==> config.mk <==
export PLATFORM = sky130hd
export DESIGN_NAME = tors_regs
export DESIGN_NICKNAME = d
export VERILOG_FILES = /design/src/shared/tors_pkg.sv /design/src/verilog/tors_pin_mux.sv /design/src/verilog/tors_regs.sv
export SDC_FILE = /design/constraint.sdc
export NUM_CORES = 1
export LEC_CHECK = 0
export BUFFER_PORTS_ARGS = -buffer_cell sky130_fd_sc_hd__buf_4
export CAP_MARGIN = 20
export CORE_MARGIN = 5
export CORE_UTILIZATION = 40
export CTS_BUF_LIST = sky130_fd_sc_hd__clkbuf_4 sky130_fd_sc_hd__clkbuf_8
export DETAILED_ROUTE_END_ITERATION = 7
export MAX_ROUTING_LAYER = met4
export PLACE_DENSITY = 0.69
export SYNTH_ARGS = -nofsm -noshare
export SYNTH_HDL_FRONTEND = slang
export SYNTH_HIERARCHICAL = 1
export SYNTH_SLANG_ARGS = --single-unit
==> constraint.sdc <==
create_clock -name pclk -period 3.55 [get_ports pclk]
set_clock_uncertainty 0.15 [all_clocks]
set_input_delay 0.1775 -clock pclk [delete_from_list [all_inputs] [get_ports pclk]]
set_output_delay 0.1775 -clock pclk [all_outputs]
set_load 0.02 [all_outputs]
==> src/shared/tors_pkg.sv <==
package tors_pkg;
    // register indices as printed; byte address is four times the index
    localparam logic [7:0] IDX_CLK2_RATE  = 8'h40;
    localparam logic [7:0] IDX_CLK3_RATE  = 8'h41;
    localparam logic [7:0] IDX_PIN1_SEL   = 8'h43;
    localparam logic [7:0] IDX_PIN2_SEL   = 8'h44;
    localparam logic [7:0] IDX_PIN3_SEL   = 8'h45;
    localparam logic [7:0] IDX_PIN4_SEL   = 8'h46;
    localparam int         ADDR_W         = 10;
    localparam int         NUM_PINS       = 4;
    localparam int         NUM_SOURCES    = 16;
    // field layout
    localparam int         RATE_LSB       = 0;
    localparam int         RATE_W         = 3;
    localparam int         SRC_LSB        = 0;
    localparam int         SRC_W          = 4;
    localparam int         DRIVE_BIT      = 4;
    // reset values
    localparam logic [2:0] RATE_RST       = 3'h0;
    localparam logic [3:0] PIN1_SRC_RST   = 4'h1;
    localparam logic [3:0] PIN2_SRC_RST   = 4'h2;
    localparam logic [3:0] PIN3_SRC_RST   = 4'h3;
    localparam logic [3:0] PIN4_SRC_RST   = 4'h4;
    localparam logic       DRIVE_RST      = 1'b0;
endpackage : tors_pkg

==> src/verilog/tors_pin_mux.sv <==
`timescale 1ns/1ns
// routes one of the selectable timing sources onto a timing pin
module tors_pin_mux #(
    parameter int SRC_N = 16,
    parameter int SEL_W = 4
) (
    input  wire logic [SRC_N-1:0] sources,
    input  wire logic [SEL_W-1:0] sel,
    output logic                  pin_out
);
    // pure mux: selector changes act with no extra step
    always_comb begin
        pin_out = sources[sel];
    end
endmodule : tors_pin_mux

==> src/verilog/tors_regs.sv <==
// The APB slave port was left to the implementer.
`timescale 1ns/1ns
// Functional notes
// - bits 2-0 at 40h pick audio clock two rate multiple; reset 0
// - bits 2-0 at 41h pick audio clock three rate multiple; reset 0
// - bits 3-0 of 43h-46h choose timing source for pins one to four
// - bit 4 sets pin drive strength, high strong; reset 0
// - pin one selector resets to 0001b, horizontal sync
// - pin two selector resets to 0010b, horizontal blanking
// - pin three selector resets to 0011b, vertical sync
// - pin four selector resets to 0100b, vertical blanking
module tors_regs
    import tors_pkg::*;
#(
    parameter int SRC_N = tors_pkg::NUM_SOURCES
) (
    input  wire logic                       pclk,
    input  wire logic                       presetn,
    input  wire logic                       psel,
    input  wire logic                       penable,
    input  wire logic                       pwrite,
    input  wire logic [tors_pkg::ADDR_W-1:0] paddr,
    input  wire logic [31:0]                pwdata,
    output logic      [31:0]                prdata,
    output logic                            pready,
    output logic                            pslverr,
    input  wire logic [SRC_N-1:0]           timing_sources,
    output logic      [2:0]                 audio_clock_out_two_rate,
    output logic      [2:0]                 audio_clock_out_three_rate,
    output logic      [tors_pkg::NUM_PINS-1:0] timing_pin,
    output logic      [tors_pkg::NUM_PINS-1:0] timing_pin_strong
);
    import tors_pkg::*;

    logic [RATE_W-1:0] rate2;
    logic [RATE_W-1:0] rate3;
    logic [SRC_W-1:0]  src_sel [NUM_PINS];
    logic [NUM_PINS-1:0] drive;
    logic              wr_en;
    logic              rd_en;
    logic              hit;
    logic [7:0]        idx;
    logic [31:0]       next_prdata;

    // word index from byte address; low two bits must be zero
    function automatic logic [7:0] word_index(
        input logic [ADDR_W-1:0] a);
        word_index = a[9:2];
    endfunction : word_index

    // selector register index for pin n
    function automatic logic [7:0] pin_index(input int n);
        pin_index = 8'(IDX_PIN1_SEL + 8'(n));
    endfunction : pin_index

    assign idx   = word_index(paddr);
    assign wr_en = psel && penable && pwrite && hit;
    assign rd_en = psel && penable && !pwrite;

    // zero-wait slave: every access completes in its first access cycle
    assign pready = 1'b1;

    // decode of mapped words; misaligned or unmapped gives an error
    always_comb begin
        hit = 1'b0;
        if (paddr[1:0] == 2'h0) begin
            hit = (idx == IDX_CLK2_RATE) || (idx == IDX_CLK3_RATE);
            for (int i = 0; i < NUM_PINS; i++) begin
                if (idx == pin_index(i)) begin
                    hit = 1'b1;
                end
            end
        end
    end

    assign pslverr = psel && penable && !hit;

    // audio clock two rate field; upper bits not stored (host writes 0)
    always_ff @(posedge pclk or negedge presetn) begin
        if (!presetn) begin
            rate2 <= RATE_RST;
        end else if (wr_en && idx == IDX_CLK2_RATE) begin
            rate2 <= pwdata[RATE_LSB +: RATE_W];
        end
    end

    // audio clock three rate field
    always_ff @(posedge pclk or negedge presetn) begin
        if (!presetn) begin
            rate3 <= RATE_RST;
        end else if (wr_en && idx == IDX_CLK3_RATE) begin
            rate3 <= pwdata[RATE_LSB +: RATE_W];
        end
    end

    // the 384/192 multiples also need an enable held elsewhere; not here
    assign audio_clock_out_two_rate   = rate2;
    assign audio_clock_out_three_rate = rate3;

    // timing pin source selectors with their documented defaults
    always_ff @(posedge pclk or negedge presetn) begin
        if (!presetn) begin
            src_sel[0] <= PIN1_SRC_RST;
            src_sel[1] <= PIN2_SRC_RST;
            src_sel[2] <= PIN3_SRC_RST;
            src_sel[3] <= PIN4_SRC_RST;
        end else if (wr_en) begin
            for (int i = 0; i < NUM_PINS; i++) begin
                if (idx == pin_index(i)) begin
                    src_sel[i] <= pwdata[SRC_LSB +: SRC_W];
                end
            end
        end
    end

    // drive strength bits, one per pin
    always_ff @(posedge pclk or negedge presetn) begin
        if (!presetn) begin
            drive <= '0;
        end else if (wr_en) begin
            for (int i = 0; i < NUM_PINS; i++) begin
                if (idx == pin_index(i)) begin
                    drive[i] <= pwdata[DRIVE_BIT];
                end
            end
        end
    end

    assign timing_pin_strong = drive;

    // read mux; unused upper bits read as zero
    always_comb begin
        next_prdata = 32'h0000_0000;
        if (idx == IDX_CLK2_RATE) begin
            next_prdata[RATE_LSB +: RATE_W] = rate2;
        end else if (idx == IDX_CLK3_RATE) begin
            next_prdata[RATE_LSB +: RATE_W] = rate3;
        end else begin
            for (int i = 0; i < NUM_PINS; i++) begin
                if (idx == pin_index(i)) begin
                    next_prdata[SRC_LSB +: SRC_W] = src_sel[i];
                    next_prdata[DRIVE_BIT]        = drive[i];
                end
            end
        end
        if (paddr[1:0] != 2'h0) begin
            next_prdata = 32'h0000_0000;
        end
    end

    // read data registered in setup phase so it is valid in access
    always_ff @(posedge pclk or negedge presetn) begin
        if (!presetn) begin
            prdata <= 32'h0000_0000;
        end else if (psel && !penable && !pwrite) begin
            prdata <= next_prdata;
        end else if (rd_en) begin
            prdata <= next_prdata;
        end
    end

    // one mux per timing pin, follows its selector at once
    for (genvar g = 0; g < NUM_PINS; g++) begin : g_pin
        tors_pin_mux #(
            .SRC_N (SRC_N),
            .SEL_W (SRC_W)
        ) u_mux (
            .sources (timing_sources),
            .sel     (src_sel[g]),
            .pin_out (timing_pin[g])
        );
    end
endmodule : tors_regs
; After elaboration in Yosys (flattened, before gate mapping)
; Cells that the tools add are included.
[totals]
input_bits = 63
ff_bits = 58
word_cells = 65
out_inout_bits = 48
[classes]
magnitude_cmp = 4
n_eq_ne = 6
n_reduce_logical = 20
muxes = 24
[op_table]
columns = cell, count
row1 = 32-bit 2-to-1 mux, 2
row2 = "8-bit by 7-bit == test with 1-bit output, second input constant", 6
row3 = 5-bit 2-to-1 mux, 5
row4 = "4-bit by 5-bit < comparator with 1-bit output, second input constant", 4
row5 = 1-bit binary-select mux with 4-bit select, 4
row6 = 1-bit logical AND, 9
row7 = 1-bit 2-to-1 mux, 9
row8 = 2-bit AND reduction, 4
row9 = 3-bit 2-to-1 mux, 2
row10 = 2-bit 2-to-1 mux, 2
row11 = 2-bit nonzero test, 2
row12 = 1-bit zero test, 3
row13 = 2-bit zero test, 1
row14 = 1-bit logical OR, 1

; Longest topological paths before layout
[depth]
word_depth = 10
ltp_mapped = 6
depth_no_buf = 4

; Hierarchy
; Netlist, hierarchy kept.
[by_module_without_submodules]
columns = module, n_inst, cells_each, area_per_inst_um2, seq_area_each_um2
row1 = tors_regs, 1, 172, 1835.5, 782.0
row2 = tors_pin_mux, 4, 7, 135.1, 0.0

; Worst setup path after synthesis
; Ideal clock, no wire load.
[synth_path]
path_type = reg2out
start = register src_sel[4] in the netlist's numbering
end = output port timing_pin[2] in the netlist's numbering
slack_ps = 1805
t_required_ps = 3222
path_stages_with_launch = 4
t_arrival_ps = 1417
path_buffers = 0
cell_sequence = dfstp_2 -> mux4_1 -> mux2i_1 -> mux2i_1
[synth_between]
elab_chain_len = 2
[synth_lines]
columns = item, line_no
row1 = "start, declared", tors_regs.sv:37  ; logic [SRC_W-1:0] src_sel [NUM_PINS];
row2 = "start signal, assigned by index", tors_regs.sv:110  ; src_sel[i] <= pwdata[SRC_LSB +: SRC_W];
row3 = 1-bit binary-select mux with 4-bit select, tors_pin_mux.sv:13  ; pin_out = sources[sel];
row4 = 1-bit 2-to-1 mux (implied by the code), tors_pin_mux.sv:13
row5 = "end, declared", tors_regs.sv:30  ; output logic [tors_pkg::NUM_PINS-1:0] timing_pin,
; No other way between the ends. The select of a mux whose other input is x is not followed.

; Worst setup path in the final report
; Ends and elaborated chain as after synthesis.

==> impl_metrics.json <==
{
  "area_growth_pct": 20.7,
  "dp_cells": 321,
  "worst_setup_path_start_kind": "flip-flop",
  "dp_hpwl_um": 4270,
  "synth.avg_cell_area_um2": 11.9,
  "whs_ps": 19.6,
  "met3_usage_pct": 2.27,
  "final_net_count": 318,
  "final_hold_viol_count": 0,
  "synth_edf_count": 0,
  "use_met2_pct": 25.4,
  "status": "complete, no violations",
  "grt_pass1_vias": 1703,
  "viasPerCell": 5.27,
  "ir_worst_vdd_v": 0.000201,
  "fin_crit_sh_pct": 63.5,
  "relSlewSlack_pct": 62.6,
  "start_util_pct": 40.6,
  "slowest_stage": "dfstp_2",
  "top_usage_layer": "met2",
  "htree_levels": 2,
  "dieHeight_um": 87.1,
  "gp_congestion": 0.790,
  "synth_top_flop_cell": "dfrtp_1",
  "path_cells": "mux4_1, mux2i_1, mux2i_1, buf_4",
  "path_max_fanout": 6,
  "final_common_cell": "buf_4",
  "first_pass_iters": 4,
  "netlist_instances": 200,
  "drc": 0,
  "cap_viol_max_count": 0,
  "gr-usage-met1_pct": 18.9,
  "worst_slew_pin_slew_ps": 559,
  "grt_use_total_pct": 15.0,
  "clkTransAtPathRegs_ps": 60,
  "drive_above_1_share_pct": 37.9,
  "ys_ff_latch": 31,
  "cts_root_buf": "clkbuf_8",
  "cp_top_family": "multiplexers",
  "grt_pass1_wl_um": 8540,
  "num_vias": 1744,
  "grt_max_degree": 32,
  "grt_antenna_before_repair": 0,
  "powerDensity_nw_per_um2": 294,
  "finalNonFillerCells": 331,
  "setup_tns_ps": 0,
  "postSynth.asyncResetShare_pct": 100,
  "required_ps": 3220,
  "cp.arrival_ps": 1930,
  "synth_area_leaders": "dfrtp_1 (27%), mux4_1 (18%), mux2_2 (10%)",
  "drt_iter0_drc": 88,
  "final_cell_mix": "buf_4 (55), conb_1 (28), dfrtp_1 (26), mux2_2 (21), mux4_1 (16)",
  "wl_um": 5460,
  "overflow": 0,
  "total_power_uw": 844,
  "post-route-min-period_ps": 2250,
  "placedInstanceArea_um2": 2730,
  "crit_path_frequent_cell": "mux2i_1",
  "syn-cell-area_um2": 2380,
  "drtAntennaViolNets": 0,
  "hold_path.class": "in -> reg",
  "nFillCells": 530,
  "max_freq_ghz": 0.444,
  "port_buffers": 55,
  "wl_per_cell_um": 16.5,
  "stdcell_area_um2": 2870,
  "fp-row-count": 28,
  "critPathMaxStageDelay_ps": 620,
  "synth_top_area_share_pct": 27.4,
  "chipWidth_um": 87.1,
  "core_area_um2": 5850,
  "cts_made_buffers": 5,
  "seq_area_frac_synth_pct": 32.9,
  "ys_types": 37,
  "dieArea_um2": 7580,
  "end_kind": "output pin",
  "antennaDiodeCount": 0,
  "synth_top_area_cell": "dfrtp_1",
  "setup_viol": 0,
  "clock_latency_ps": 280,
  "cts_tree": "built",
  "cts_sinks": 31,
  "pin_count": 111,
  "leakagePower_uw": 0.00134,
  "clockBufferDepth": 2,
  "maxSlewViolCount": 0,
  "cts_resized": 0,
  "rsz0062_at_grt": "no",
  "critical_path_class": "reg -> out",
  "ys_warn_count": 6,
  "critical_path_buf_inv_count": 1
}
[Yosys cell counts, types with 2 or more instances]
cell and count:
a21o_1 3, a22o_1 4, a2bb2oi_1 3, a31oi_1 7, a32o_1 2, and3_1 2
and3b_1 3, and4_1 2, buf_4 28, clkbuf_1 4, conb_1 2, dfrtp_1 26
dfstp_2 5, inv_1 7, mux2_2 21, mux2_4 5, mux2i_1 12, mux4_1 16
nand2_1 8, nand2b_1 3, nand4b_1 3, nor2_1 8, nor2b_1 3, nor3_1 2
o21ai_0 7, o22ai_1 3
[report_power, final]
part | internal, uW | switching [uW] | leakage [uW]
Sequential | 355 | 1.91 | 0.000415
Combinational | 56.9 | 79.9 | 0.000871
Clock | 225 | 125 | 0.0000593
Total | 637 | 207 | 0.00134
[flip-flops by register name, indices dropped and copies added (netlist names)]
register and count:
src_sel 16, prdata 5, audio_clock_out_two_rate 3, timing_pin_strong 4
audio_clock_out_three_rate 3
[layer usage]
| metal | wire length (um) | part of all wire (%) |
|---|---|---|
| met1 | 2240 | 41 |
| met2 | 2870 | 52 |
| met3 | 300 | 5.5 |
| met4 | 53 | 0.97 |
| met5 | 0 | 0 |
[stage by stage]
| step | util (%) | setup WS [ps] |
|---|---|---|
| floorplan | - | 1810 |
| global placement | 46.7 | 1610 |
| detailed placement | 46.7 | 1550 |
| CTS | 49.0 | 1290 |
| global route | 49.0 | 1220 |
| finish | 49.0 | 1300 |
[repair_timing]
item | CTS | global route
hold endpoints to repair | 34 | 0
hold buffers | 2 | 0
setup buffers | 0 | 0
[final timing paths]
check / start / endpoint / slack (ps) / depth (start not counted)
setup / recovery: src_sel[4]$_DFFE_PN1P_ / timing_pin[2] / 1300 / 4
setup reg to reg: src_sel[9]$_DFFE_PN1P_ / prdata[1]$_DFFE_PN0P_ / 2130 / 4
max in group asynchronous: presetn / src_sel[2]$_DFFE_PN1P_ / 2700 / 2
hold reg to reg: prdata[4]$_DFFE_PN0P_ / prdata[4]$_DFFE_PN0P_ / 360 / 1
min in group asynchronous: presetn / prdata[2]$_DFFE_PN0P_ / 210 / 2
hold / removal: pwdata[3] / src_sel[11]$_DFFE_PN0P_ / 20 / 2
[kinds of logic after synthesis]
group                  after synthesis  share of synthesized area [%]
muxes                               54                           35.9
and+or+nand+nor                     42                           11.0
buffers and inverters               42                           11.5
DFF                                 31                           32.9
AOI/OAI and AO/OA                   29                           8.48
other                                2                          0.316
[layout make-up]
cell class | count | area (um^2) | share of cell area, %
clock inverter | 1 | 30.0 | 1.05
sequential | 31 | 782 | 27.3
multi-input combinational | 153 | 1420 | 49.5
timing repair buffer | 57 | 433 | 15.1
clock buffer | 7 | 83.8 | 2.92
tap | 75 | 93.8 | 3.27
inverter | 7 | 26.3 | 0.916
(Power assumes the default switching activity.)
